===== src/rifsp_pkg.sv =====
// Shared constants and types for the reset, interrupt, fetch and status pin logic.
package rifsp_pkg;

    // ****************************************************************
    // Clock and half-period.
    // ****************************************************************
    localparam int REF_PERIOD_NS = 10;
    // The output clock toggles on every rising core edge, so its half-period equals one core period.
    localparam int H_NS          = 10;
    localparam int H_CYC         = (H_NS + REF_PERIOD_NS - 1) / REF_PERIOD_NS;

    // ****************************************************************
    // Timings in half-periods or nanoseconds, as specified.
    // ****************************************************************
    localparam int RST_LOW_MIN_H  = 12;
    localparam int RST_FETCH_H    = 34;
    localparam int IRQ_LOW_MIN_H  = 4;
    localparam int IRQ_HIGH_MIN_H = 2;
    localparam int IDLE_EXTRA_H   = 4;
    localparam int BIO_LOW_MIN_NS = 15;
    localparam int TIMER_PULSE_OUT_H         = 2;
    localparam int STROBE_H       = 1;
    localparam int BUS_H          = 2;

    // ****************************************************************
    // Derived cycle counts and widths.
    // ****************************************************************
    localparam int CNT_W     = 6;
    localparam int BUS_CNT_W = 5;
    typedef logic [CNT_W-1:0]     rifsp_cnt_t;
    typedef logic [BUS_CNT_W-1:0] rifsp_bcnt_t;

    localparam rifsp_cnt_t  RST_LOW_CYC   = rifsp_cnt_t'(RST_LOW_MIN_H * H_CYC);
    localparam rifsp_cnt_t  RST_FETCH_CYC = rifsp_cnt_t'(RST_FETCH_H * H_CYC);
    localparam rifsp_cnt_t  IRQ_LOW_CYC   = rifsp_cnt_t'(IRQ_LOW_MIN_H * H_CYC);
    localparam rifsp_cnt_t  IRQ_HIGH_CYC  = rifsp_cnt_t'(IRQ_HIGH_MIN_H * H_CYC);
    localparam rifsp_cnt_t  IDLE_CYC      = rifsp_cnt_t'(IDLE_EXTRA_H * H_CYC);
    localparam rifsp_cnt_t  BIO_LOW_CYC   =
        rifsp_cnt_t'((BIO_LOW_MIN_NS + REF_PERIOD_NS - 1) / REF_PERIOD_NS);
    localparam rifsp_cnt_t  ZERO_CYC      = 6'h00;
    localparam rifsp_cnt_t  ONE_CNT       = 6'h01;
    localparam rifsp_bcnt_t STROBE_CYC    = rifsp_bcnt_t'(STROBE_H * H_CYC);
    localparam rifsp_bcnt_t BUS_CYC       = rifsp_bcnt_t'(BUS_H * H_CYC);
    localparam rifsp_cnt_t  TIMER_PULSE_OUT_CYC      = rifsp_cnt_t'(TIMER_PULSE_OUT_H * H_CYC);

    // ****************************************************************
    // Pins, lines and address fields.
    // ****************************************************************
    localparam int NUM_IRQ     = 4;
    localparam int LINE_NMI    = 4;
    localparam int LINE_BIO    = 5;
    localparam int LINE_RST    = 6;
    localparam int NUM_LINES   = 7;
    localparam int NUM_EVT     = 5;
    localparam int SYNC_STAGES = 3;
    localparam int ADDR_W      = 16;
    localparam int WS_W        = 3;
    localparam int ACK_LSB     = 1;
    localparam int ACK_W       = 4;
    localparam logic              ADDR_VISIBILITY_BIT_SHOW      = 1'h0;
    localparam logic [ADDR_W-1:0] RESET_VEC_ADDR = 16'h0000;

    typedef enum logic [2:0] {
        ST_IDLE   = 3'b001,
        ST_STROBE = 3'b010,
        ST_WAIT   = 3'b100
    } rifsp_bus_e;

endpackage

===== src/rifsp_pin_if.sv =====
// Connection between one pin qualifier and the control logic.
`timescale 1ns/1ps
interface rifsp_pin_if;
    import rifsp_pkg::*;
    rifsp_cnt_t low_min;
    rifsp_cnt_t high_min;
    logic       level;
    logic       fall;
    modport filt (input low_min, input high_min, output level, output fall);
    modport user (output low_min, output high_min, input level, input fall);
endinterface


===== src/rifsp_pin_filter.sv =====
// Three-stage synchroniser and pulse-width qualifier for one active-low input pin.
`timescale 1ns/1ps
module rifsp_pin_filter
    import rifsp_pkg::*;
(
    // Clock and reset.
    input  wire logic   ref_clk,
    input  wire logic   nrst,
    // Raw pin.
    input  wire logic   pin_n,
    // Qualified line.
    rifsp_pin_if.filt   line
);

    logic [SYNC_STAGES-1:0] sync;
    rifsp_cnt_t             low_cnt;
    rifsp_cnt_t             high_cnt;
    logic                   high_ok;
    logic                   agree;

    assign agree = (sync[1] == sync[2]);

    // ****************************************************************
    // Synchroniser.
    // ****************************************************************
    always_ff @(posedge ref_clk or negedge nrst) begin
        if (!nrst) begin
            sync <= 3'h7;
        end else begin
            sync <= {sync[SYNC_STAGES-2:0], pin_n};
        end
    end

    // ****************************************************************
    // Run-length qualification.
    // ****************************************************************
    always_ff @(posedge ref_clk or negedge nrst) begin
        if (!nrst) begin
            low_cnt    <= ZERO_CYC;
            high_cnt   <= ZERO_CYC;
            high_ok    <= 1'b1;
            line.level <= 1'b1;
            line.fall  <= 1'b0;
        end else begin
            line.fall <= 1'b0;
            if (agree) begin
                line.level <= sync[2];
                if (sync[2]) begin
                    low_cnt <= ZERO_CYC;
                    if (high_cnt != '1) begin
                        high_cnt <= high_cnt + ONE_CNT;
                    end
                    if (high_cnt + ONE_CNT >= line.high_min) begin
                        high_ok <= 1'b1;
                    end
                end else begin
                    high_cnt <= ZERO_CYC;
                    if (low_cnt != '1) begin
                        low_cnt <= low_cnt + ONE_CNT;
                    end
                    if (high_ok && (low_cnt + ONE_CNT >= line.low_min)) begin
                        line.fall <= 1'b1;
                        high_ok   <= 1'b0;
                    end
                end
            end
        end
    end

    // ****************************************************************
    // Checks.
    // ****************************************************************
    fall_synced_a: assert property (@(posedge ref_clk) disable iff (!nrst)
        line.fall |-> $past(!sync[2] && !sync[1]))
        else $error("Line event without an agreed low synchronised level.");

endmodule // rifsp_pin_filter


===== src/rifsp_pins.sv =====
// Reset, interrupt, branch-test, fetch strobe, flag and timer pin control.
`timescale 1ns/1ps
module rifsp_pins
    import rifsp_pkg::*;
(
    // Clock and reset.
    input  wire logic                ref_clk,
    input  wire logic                nrst,
    // Board pins in.
    input  wire logic                reset_in_n,
    input  wire logic [NUM_IRQ-1:0]  ext_irq_lines_n,
    input  wire logic                nmi_in_n,
    input  wire logic                branch_test_in_n,
    // Core requests.
    input  wire logic                deep_idle_state,
    input  wire logic                fetch_req,
    input  wire logic                fetch_offchip,
    input  wire logic [ADDR_W-1:0]   fetch_addr,
    input  wire logic                ack_req,
    input  wire logic [ACK_W-1:0]    ack_code,
    input  wire logic [WS_W-1:0]     wait_states,
    input  wire logic                addr_visibility_bit,
    input  wire logic                flag_wr,
    input  wire logic                flag_val,
    input  wire logic                timer_evt,
    // Core status.
    output logic                     core_reset,
    output logic                     reset_vec_fetch,
    output logic [NUM_EVT-1:0]       irq_evt,
    output logic                     branch_test,
    output logic                     bus_busy,
    // Board pins out.
    output logic                     core_clock_out,
    output logic                     fetch_strobe_n,
    output logic                     irq_ack_strobe_n,
    output logic [ADDR_W-1:0]        addr_out,
    output logic                     user_flag_out,
    output logic                     timer_pulse_out
);

    // Pulse minimums per line; deep idle lengthens the interrupt ones.
    function automatic rifsp_cnt_t line_min(input int idx, input logic low, input logic idle);
        rifsp_cnt_t base;
        base = low ? IRQ_LOW_CYC : IRQ_HIGH_CYC;
        if (idx == LINE_RST) begin
            base = low ? RST_LOW_CYC : ZERO_CYC;
        end else if (idx == LINE_BIO) begin
            base = low ? BIO_LOW_CYC : ZERO_CYC;
        end else if (idle) begin
            base = base + IDLE_CYC;
        end
        return base;
    endfunction

    logic [NUM_LINES-1:0] pins_raw;
    rifsp_pin_if          pins_if [NUM_LINES] ();

    rifsp_bus_e           state;
    rifsp_bcnt_t          bus_cnt;
    logic                 accept;
    logic                 want_fetch;
    logic                 visible;
    logic                 rel_active;
    rifsp_cnt_t           rel_cnt;
    logic                 timer_pulse_out_pend;
    rifsp_cnt_t           timer_pulse_out_cnt;

    assign pins_raw = {reset_in_n, branch_test_in_n, nmi_in_n, ext_irq_lines_n};

    // ****************************************************************
    // Pin qualifiers.
    // ****************************************************************
    generate
        for (genvar i = 0; i < NUM_LINES; i++) begin : g_line
            assign pins_if[i].low_min  = line_min(i, 1'b1, deep_idle_state);
            assign pins_if[i].high_min = line_min(i, 1'b0, deep_idle_state);
            rifsp_pin_filter u_filt (
                .ref_clk (ref_clk),
                .nrst    (nrst),
                .pin_n   (pins_raw[i]),
                .line    (pins_if[i])
            );
        end
        for (genvar j = 0; j < NUM_EVT; j++) begin : g_evt
            always_ff @(posedge ref_clk or negedge nrst) begin
                if (!nrst) begin
                    irq_evt[j] <= 1'b0;
                end else begin
                    irq_evt[j] <= pins_if[j].fall;
                end
            end
        end
    endgenerate

    // ****************************************************************
    // Output clock and branch-test sampling.
    // ****************************************************************
    always_ff @(posedge ref_clk or negedge nrst) begin
        if (!nrst) begin
            core_clock_out <= 1'b0;
            branch_test    <= 1'b1;
        end else begin
            core_clock_out <= !core_clock_out;
            if (core_clock_out) begin
                branch_test <= pins_if[LINE_BIO].level;
            end
        end
    end

    // ****************************************************************
    // Reset hold and reset vector delay.
    // ****************************************************************
    always_ff @(posedge ref_clk or negedge nrst) begin
        if (!nrst) begin
            core_reset      <= 1'b1;
            rel_active      <= 1'b0;
            rel_cnt         <= ZERO_CYC;
            reset_vec_fetch <= 1'b0;
        end else begin
            reset_vec_fetch <= 1'b0;
            if (pins_if[LINE_RST].fall) begin
                core_reset <= 1'b1;
                rel_active <= 1'b0;
            end else if (core_reset && pins_if[LINE_RST].level) begin
                core_reset <= 1'b0;
                rel_active <= 1'b1;
                rel_cnt    <= ZERO_CYC;
            end else if (rel_active) begin
                rel_cnt <= rel_cnt + ONE_CNT;
                if (rel_cnt == RST_FETCH_CYC - ONE_CNT) begin
                    reset_vec_fetch <= 1'b1;
                    rel_active      <= 1'b0;
                end
            end
        end
    end

    // ****************************************************************
    // Bus cycle sequencing.
    // ****************************************************************
    assign want_fetch = reset_vec_fetch || fetch_req;
    assign accept     = (state == ST_IDLE) && !core_reset && (want_fetch || ack_req);
    assign visible    = reset_vec_fetch || fetch_offchip || (addr_visibility_bit == ADDR_VISIBILITY_BIT_SHOW);

    always_ff @(posedge ref_clk or negedge nrst) begin
        if (!nrst) begin
            state    <= ST_IDLE;
            bus_cnt  <= '0;
            bus_busy <= 1'b0;
        end else begin
            case (state)
                ST_IDLE: begin
                    if (accept) begin
                        state    <= ST_STROBE;
                        bus_cnt  <= STROBE_CYC - 5'h01;
                        bus_busy <= 1'b1;
                    end
                end
                ST_STROBE: begin
                    if (bus_cnt == '0) begin
                        state   <= ST_WAIT;
                        bus_cnt <= BUS_CYC - STROBE_CYC - 5'h01
                                   + rifsp_bcnt_t'(wait_states) * BUS_CYC;
                    end else begin
                        bus_cnt <= bus_cnt - 5'h01;
                    end
                end
                ST_WAIT: begin
                    if (bus_cnt == '0) begin
                        state    <= ST_IDLE;
                        bus_busy <= 1'b0;
                    end else begin
                        bus_cnt <= bus_cnt - 5'h01;
                    end
                end
                default: begin
                    state    <= ST_IDLE;
                    bus_busy <= 1'b0;
                end
            endcase
        end
    end

    // Strobes last the first cycle only, whatever the wait count.
    always_ff @(posedge ref_clk or negedge nrst) begin
        if (!nrst) begin
            fetch_strobe_n   <= 1'b1;
            irq_ack_strobe_n <= 1'b1;
        end else if (accept) begin
            fetch_strobe_n   <= !want_fetch;
            irq_ack_strobe_n <= want_fetch;
        end else if (state == ST_STROBE && bus_cnt == '0) begin
            fetch_strobe_n   <= 1'b1;
            irq_ack_strobe_n <= 1'b1;
        end
    end

    always_ff @(posedge ref_clk or negedge nrst) begin
        if (!nrst) begin
            addr_out <= RESET_VEC_ADDR;
        end else if (accept) begin
            if (reset_vec_fetch) begin
                addr_out <= RESET_VEC_ADDR;
            end else if (!visible) begin
                addr_out <= addr_out;
            end else if (!fetch_req) begin
                addr_out <= fetch_addr;
                addr_out[ACK_LSB +: ACK_W] <= ack_code;
            end else begin
                addr_out <= fetch_addr;
            end
        end
    end

    // ****************************************************************
    // User flag and timer pulse.
    // ****************************************************************
    always_ff @(posedge ref_clk or negedge nrst) begin
        if (!nrst) begin
            user_flag_out <= 1'b0;
        end else if (flag_wr) begin
            user_flag_out <= flag_val;
        end
    end

    always_ff @(posedge ref_clk or negedge nrst) begin
        if (!nrst) begin
            timer_pulse_out <= 1'b0;
            timer_pulse_out_pend       <= 1'b0;
            timer_pulse_out_cnt        <= ZERO_CYC;
        end else if (core_clock_out && timer_pulse_out_pend && !timer_pulse_out) begin
            timer_pulse_out <= 1'b1;
            timer_pulse_out_cnt        <= TIMER_PULSE_OUT_CYC - ONE_CNT;
            timer_pulse_out_pend       <= timer_evt;
        end else begin
            timer_pulse_out_pend <= timer_pulse_out_pend || timer_evt;
            if (timer_pulse_out) begin
                if (timer_pulse_out_cnt == ZERO_CYC) begin
                    timer_pulse_out <= 1'b0;
                end else begin
                    timer_pulse_out_cnt <= timer_pulse_out_cnt - ONE_CNT;
                end
            end
        end
    end

    // ****************************************************************
    // Checks.
    // ****************************************************************
    rst_fetch_delay_a: assert property (@(posedge ref_clk) disable iff (!nrst)
        $fell(core_reset) |-> ##34 (reset_vec_fetch || core_reset))
        else $error("Reset vector fetch not 34 half-periods after release.");
    no_early_fetch_a: assert property (@(posedge ref_clk) disable iff (!nrst)
        $fell(core_reset) |-> !reset_vec_fetch[*8])
        else $error("Reset vector fetch too soon after release.");
    fetch_width_a: assert property (@(posedge ref_clk) disable iff (!nrst)
        $fell(fetch_strobe_n) |=> fetch_strobe_n && bus_busy)
        else $error("Fetch strobe not a single half-period pulse.");
    ack_width_a: assert property (@(posedge ref_clk) disable iff (!nrst)
        $fell(irq_ack_strobe_n) |=> irq_ack_strobe_n && fetch_strobe_n)
        else $error("Acknowledge strobe not a single half-period pulse.");
    wait_quiet_a: assert property (@(posedge ref_clk) disable iff (!nrst)
        (state == ST_WAIT) |-> (fetch_strobe_n && irq_ack_strobe_n))
        else $error("Strobe low during wait states.");
    ack_code_a: assert property (@(posedge ref_clk) disable iff (!nrst)
        $fell(irq_ack_strobe_n) && $past(visible) |-> addr_out[ACK_LSB +: ACK_W] == $past(ack_code))
        else $error("Acknowledge address does not carry the interrupt code.");
    addr_hide_a: assert property (@(posedge ref_clk) disable iff (!nrst)
        accept && !visible |=> $stable(addr_out))
        else $error("Hidden internal address driven out.");
    timer_pulse_out_edge_a: assert property (@(posedge ref_clk) disable iff (!nrst)
        $rose(timer_pulse_out) |-> $fell(core_clock_out) ##1 timer_pulse_out ##1 !timer_pulse_out)
        else $error("Timer pulse misplaced or wrong width.");
    flag_update_a: assert property (@(posedge ref_clk) disable iff (!nrst)
        flag_wr |=> user_flag_out == $past(flag_val))
        else $error("User flag not updated.");
    bio_sample_a: assert property (@(posedge ref_clk) disable iff (!nrst)
        $changed(branch_test) |-> $fell(core_clock_out))
        else $error("Branch-test changed off the falling output-clock edge.");

    reset_vec_c: cover property (@(posedge ref_clk) disable iff (!nrst) reset_vec_fetch);
    ack_wait_c: cover property (@(posedge ref_clk) disable iff (!nrst)
        $fell(irq_ack_strobe_n) ##2 bus_busy);
    timer_c: cover property (@(posedge ref_clk) disable iff (!nrst) $rose(timer_pulse_out));
    irq_c: cover property (@(posedge ref_clk) disable iff (!nrst) irq_evt[0] && deep_idle_state);

endmodule // rifsp_pins


===== config.mk =====
export PLATFORM = sky130hd
export DESIGN_NAME = rifsp_pins
export DESIGN_NICKNAME = d
export VERILOG_FILES = /design/src/rifsp_pkg.sv /design/src/rifsp_pin_if.sv /design/src/rifsp_pin_filter.sv /design/src/rifsp_pins.sv
export SDC_FILE = /design/constraint.sdc
export NUM_CORES = 1
export LEC_CHECK = 0
export ABC_CLOCK_PERIOD_IN_PS = 5470
export BUFFER_PORTS_ARGS = -buffer_cell sky130_fd_sc_hd__buf_2
export CELL_PAD_IN_SITES_DETAIL_PLACEMENT = 0
export CELL_PAD_IN_SITES_GLOBAL_PLACEMENT = 1
export CORE_ASPECT_RATIO = 0.9
export CORE_MARGIN = 2
export CORE_UTILIZATION = 50
export CTS_BUF_LIST = sky130_fd_sc_hd__clkbuf_16
export CTS_CLUSTER_SIZE = 30
export DETAILED_ROUTE_END_ITERATION = 7
export PLACE_DENSITY = 0.89
export SLEW_MARGIN = 5
export SYNTH_ARGS = -nofsm -noshare
export SYNTH_HDL_FRONTEND = slang
export SYNTH_SLANG_ARGS = --single-unit

===== constraint.sdc =====
create_clock -name ref_clk -period 5.47 [get_ports ref_clk]
set_input_delay 1.641 -clock ref_clk [delete_from_list [all_inputs] [get_ports ref_clk]]
set_output_delay 1.641 -clock ref_clk [all_outputs]
set_load 0.005 [all_outputs]

* Word-level counts from Yosys, hierarchy flattened
Index checks and enable logic that the tools add are counted.
Storage, ports and cells: flip-flop bits (word level) 159, input bits 40
Operators by class: $add $sub $neg 15, $lt $le $gt $ge 12, equality and inequality tests 40, multiplexer cells 98, bitwise gates (word level) 3, reductions and logical operators 65
Operator list (count):
- $mux W6 | 29
- $add A6 B1 Y6 const B | 13
- $ne A6 B6 Y1 const B | 12
- $mux W1 | 55
- $ne A2 B2 Y1 const B | 17
- $reduce_bool A2 Y1 | 17
- $mux W16 | 2
- $ge A6 B3 Y1 | 5
- $ge A6 B4 Y1 | 5
- $reduce_and A2 Y1 | 15
- $reduce_and A3 Y1 | 9
- $mux W5 | 4
- $pmux W5 S3 | 1
- $logic_and A1 B1 Y1 | 12
- $mux W3 | 4
- $pmux W3 S3 | 1
- $eq A1 B1 Y1 | 7
- $eq A6 B6 Y1 const B | 1
- $ge A6 B1 Y1 const B | 1
- $ge A6 B4 Y1 const B | 1
- $logic_not A6 Y1 | 1
- $sub A6 B1 Y6 const B | 1
- $logic_not A5 Y1 | 1
- $logic_or A1 B1 Y1 | 5
- other kinds (9) | 14

* Longest topological paths before layout
depth after elaboration 6, mapped depth 8, depth with buffers taken out 8

* Cells and area by module
Synthesis repeated with hierarchy kept, for this count alone.
Second synthesis, totals: cell total of the unflattened synthesis 1130, area, all modules 11061.9 um^2
Modules (own cells, without submodules):
- rifsp_pin_filter | instances 7, cells each 129, area each 1217.4 um^2, seq. area each 456.7 um^2
- rifsp_pins | instances 1, cells each 227, area each 2539.9 um^2, seq. area each 1307.5 um^2

* Worst setup path after synthesis
Ideal clock, no wire load.
path type input to register, start point input fetch_req, end point register addr_out[1], library setup time 0.125 ns, data arrival time 3.064 ns, required time 5.345 ns, path slack 2.281 ns, stages 6, path buffers 2, path through buf_2 > nor3_1 > or4b_1 > buf_2 > a21oi_4 > mux2_2
Between the ends: longest elaborated chain between the ends 4
Ends and longest elaborated chain:
- start: declaration | line rifsp_pins.sv:16 | input wire logic fetch_req,
- $logic_or A1 B1 Y1 | line rifsp_pins.sv:141 | assign want_fetch = reset_vec_fetch || fetch_req;
- $logic_or A1 B1 Y1 | line rifsp_pins.sv:142 | assign accept = (state == ST_IDLE) && !core_reset && (want_fetch || ack_req);
- $logic_and A1 B1 Y1 | line rifsp_pins.sv:142
- $reduce_and A2 Y1 (no source line)
- end signal: assignment | line rifsp_pins.sv:205 | addr_out <= addr_out;
- end signal: assignment | line rifsp_pins.sv:207 | addr_out <= fetch_addr;
- end signal: indexed assignment | line rifsp_pins.sv:208 | addr_out[ACK_LSB +: ACK_W] <= ack_code;
- end: declaration | line rifsp_pins.sv:36 | output logic [ADDR_W-1:0] addr_out,
Parallel ways exist; a longest one is shown, timed or not. The select of a mux whose other input is x is not followed. A chain may end at the register's enable or synchronous reset.

* Final worst setup path
start point input fetch_req, end point register addr_out[4]
Same word-level chain as after synthesis.

==> results.json <==
{
  "grt_pass1_vias": 5524,
  "place_congestion": 0.785,
  "slew_violations": 0,
  "hold_class": "flip-flop to flip-flop",
  "initial_core_util": 0.516,
  "syn_inst": 833,
  "clock-sinks": 153,
  "layout_commonest_cell": "dfrtp_1",
  "worst_setup_hold_path_clk_slew_ns": 0.06,
  "numPortBuffers": 69,
  "root_buffer": "clkbuf_16",
  "syn2layout_area_growth_pct": 13.3,
  "peakVddDrop_v": 0.000290,
  "critical_path_class": "input port to flip-flop",
  "worst_pin_slew_ns": 0.829,
  "post_dp_cell_area_um2": 8480,
  "holdPathStages": 0,
  "ctsHoldBuffers": 0,
  "outcome": "completed",
  "viasPerCell": 5.49,
  "rsz0062_at_grt": "false",
  "worst_ep_arrival_time_ns": 3.52,
  "antenna_found_initial": 0,
  "drc": 0,
  "hold_viol_final": 0,
  "cellPowerDensity_nw_per_um2": 395,
  "stdcell_count": 1099,
  "cts_buffers": 17,
  "die-area_um2": 17100,
  "fmax_mhz": 311,
  "synthTopCellsByArea": "dfrtp_1 (37%), dfstp_2 (11%), ha_1 (6.4%), o21ai_0 (3.8%), nand3_1 (3.4%)",
  "core.rowCount": 43,
  "overflow": 0,
  "synthArstFlopShare": 1.00,
  "finalNetCount": 965,
  "fin_crit_sh": 0.589,
  "worstPathMaxFanout": 28,
  "clk_latency_ns": 0.42,
  "period_needed_ns": 3.22,
  "grt_util_all_layers": 0.185,
  "ant_nets": 0,
  "die-width_um": 138,
  "drt_iter0_markers": 364,
  "layout_common_cells": "dfrtp_1 (119), nand2_1 (68), buf_2 (68), nor2_1 (66), o21ai_0 (61)",
  "postCtsSetupBuffers": 0,
  "tritoncts": "yes",
  "cts_resized": 0,
  "core_area_um2": 15500,
  "wirelength_um": 14900,
  "synth.distinct_cells": 62,
  "grt_pass1_wl_um": 25400,
  "start_kind": "input port",
  "final_util": 0.584,
  "top_usage_layer": "met2",
  "finalSetupViolCount": 0,
  "cp.required_ns": 5.77,
  "hpwl_um": 10000,
  "die_h_um": 124,
  "use_met3": 0.0484,
  "syn_avg_cell_area_um2": 9.63,
  "max-cap-violations": 0,
  "skew_ns": 0.00605,
  "drt-pass1-iter-count": 4,
  "ios": 70,
  "yosys_register_bits": 153,
  "antennaDiodeCount": 0,
  "vias": 6036,
  "ys.warnings.count": 0,
  "reg2reg_depth": 4,
  "htreeDepth": 4,
  "gr-usage-met1": 0.255,
  "synth_seq_area_share": 0.482,
  "layout-drive-gt1-share": 0.168,
  "grt_max_degree": 85,
  "synth_top_area_share": 0.371,
  "wl_per_cell_um": 13.6,
  "synth-main-ff-cell": "dfrtp_1",
  "use_met2": 0.288,
  "p_leak_uw": 0.00424,
  "dp_cells": 1067,
  "p_total_uw": 3590,
  "clockBufferDepth": 2,
  "slew-limit-headroom": 0.446,
  "design_area_um2": 9090,
  "synthesis.nets": 914,
  "synth_edf_count": 0,
  "synth_top_area_cell": "dfrtp_1",
  "syn-cell-area_um2": 8020,
  "cp-end-kind": "flip-flop",
  "tns_ns": 0
}
[state kept, by name, summed over array words and instances, names as in the netlist, 6 cells and up]
signal and cells:
g_line.u_filt.high_cnt 30, g_line.u_filt.sync 21, g_line.u_filt.line.fall 6, g_line.u_filt.high_ok 6, g_line.u_filt.low_cnt 36, rel_cnt 6, timer_pulse_out_cnt 6, addr_out 16
[worst max-delay path: stages]
cell and delay (ns):
buf_2 0.17, nor3_1 0.11, or4b_1 0.64, a21oi_4 0.55
mux2_2 0.41
[report_power, final]
group	total [µW]	internal [µW]	switching (µW)
clock	1210	756	450
combinational	818	379	438
sequential	1560	1360	204
[metrics by stage]
stage	hold WS [ns]	setup slack, ns
finish	0.348	2.25
global route	0.357	2.16
CTS	0.351	2.28
detailed placement	0.338	1.84
global placement	0.332	1.91
floorplan	0.331	2.28
[area by class of cell]
type | count | area (µm²)
tap | 202 | 253
timing repair buffer | 71 | 367
multi-input combinational | 599 | 3830
clock buffer | 17 | 425
inverter | 42 | 158
fill | 1306 | 6460
clock inverter | 15 | 185
sequential | 153 | 3870
[per-layer routing]
| metal | vias up | routed length, µm | share of wire |
|---|---|---|---|
| met4 | 0 | 126 | 0.0084 |
| li1 | 3076 | - | - |
| met3 | 10 | 758 | 0.051 |
| met1 | 2845 | 7600 | 0.51 |
| met5 | - | 0 | 0 |
| met2 | 105 | 6430 | 0.43 |
[synth_stat cells (12+ instances only)]
cell type,count
dfstp_2,34
a21oi_1,54
nand2_1,68
xor2_1,13
nand2b_1,19
mux2i_1,12
nand3_1,55
xnor2_1,18
nor3_1,23
a21o_1,12
clkbuf_1,30
and3_1,15
nor2_1,66
inv_1,42
o21ai_0,61
ha_1,41
nand3b_1,14
dfrtp_1,119
[logic make-up (layout without fill, tap and decap cells)]
| family | count (synthesis) | after routing | synth area share |
|---|---|---|---|
| DFF | 153 | 153 | 0.482 |
| adders and majority gates | 42 | 42 | 0.0652 |
| buffers and inverters | 81 | 145 | 0.0404 |
| muxes | 20 | 20 | 0.0262 |
| and+or+nand+nor | 310 | 310 | 0.197 |
| xor gates and xnor gates | 31 | 31 | 0.0338 |
| AOI/OAI and AO/OA | 196 | 196 | 0.155 |
[final timing paths]
kind / start / to / slack (ns)
hold / removal: g_line[0].u_filt.line.fall$_DFF_PN0_ / irq_evt[0]$_DFF_PN0_ / 0.35
setup reg to reg: reset_vec_fetch$_DFF_PN0_ / addr_out[4]$_DFFE_PN0P_ / 2.90
min in group asynchronous: nrst / g_line[1].u_filt.high_cnt[5]$_DFFE_PN0P_ / 1.26
hold reg to reg: g_line[0].u_filt.line.fall$_DFF_PN0_ / irq_evt[0]$_DFF_PN0_ / 0.35
setup / recovery: fetch_req / addr_out[4]$_DFFE_PN0P_ / 2.25
max in group asynchronous: nrst / branch_test$_DFFE_PN1P_ / 3.23
Power figures use the tool's default switching activity.
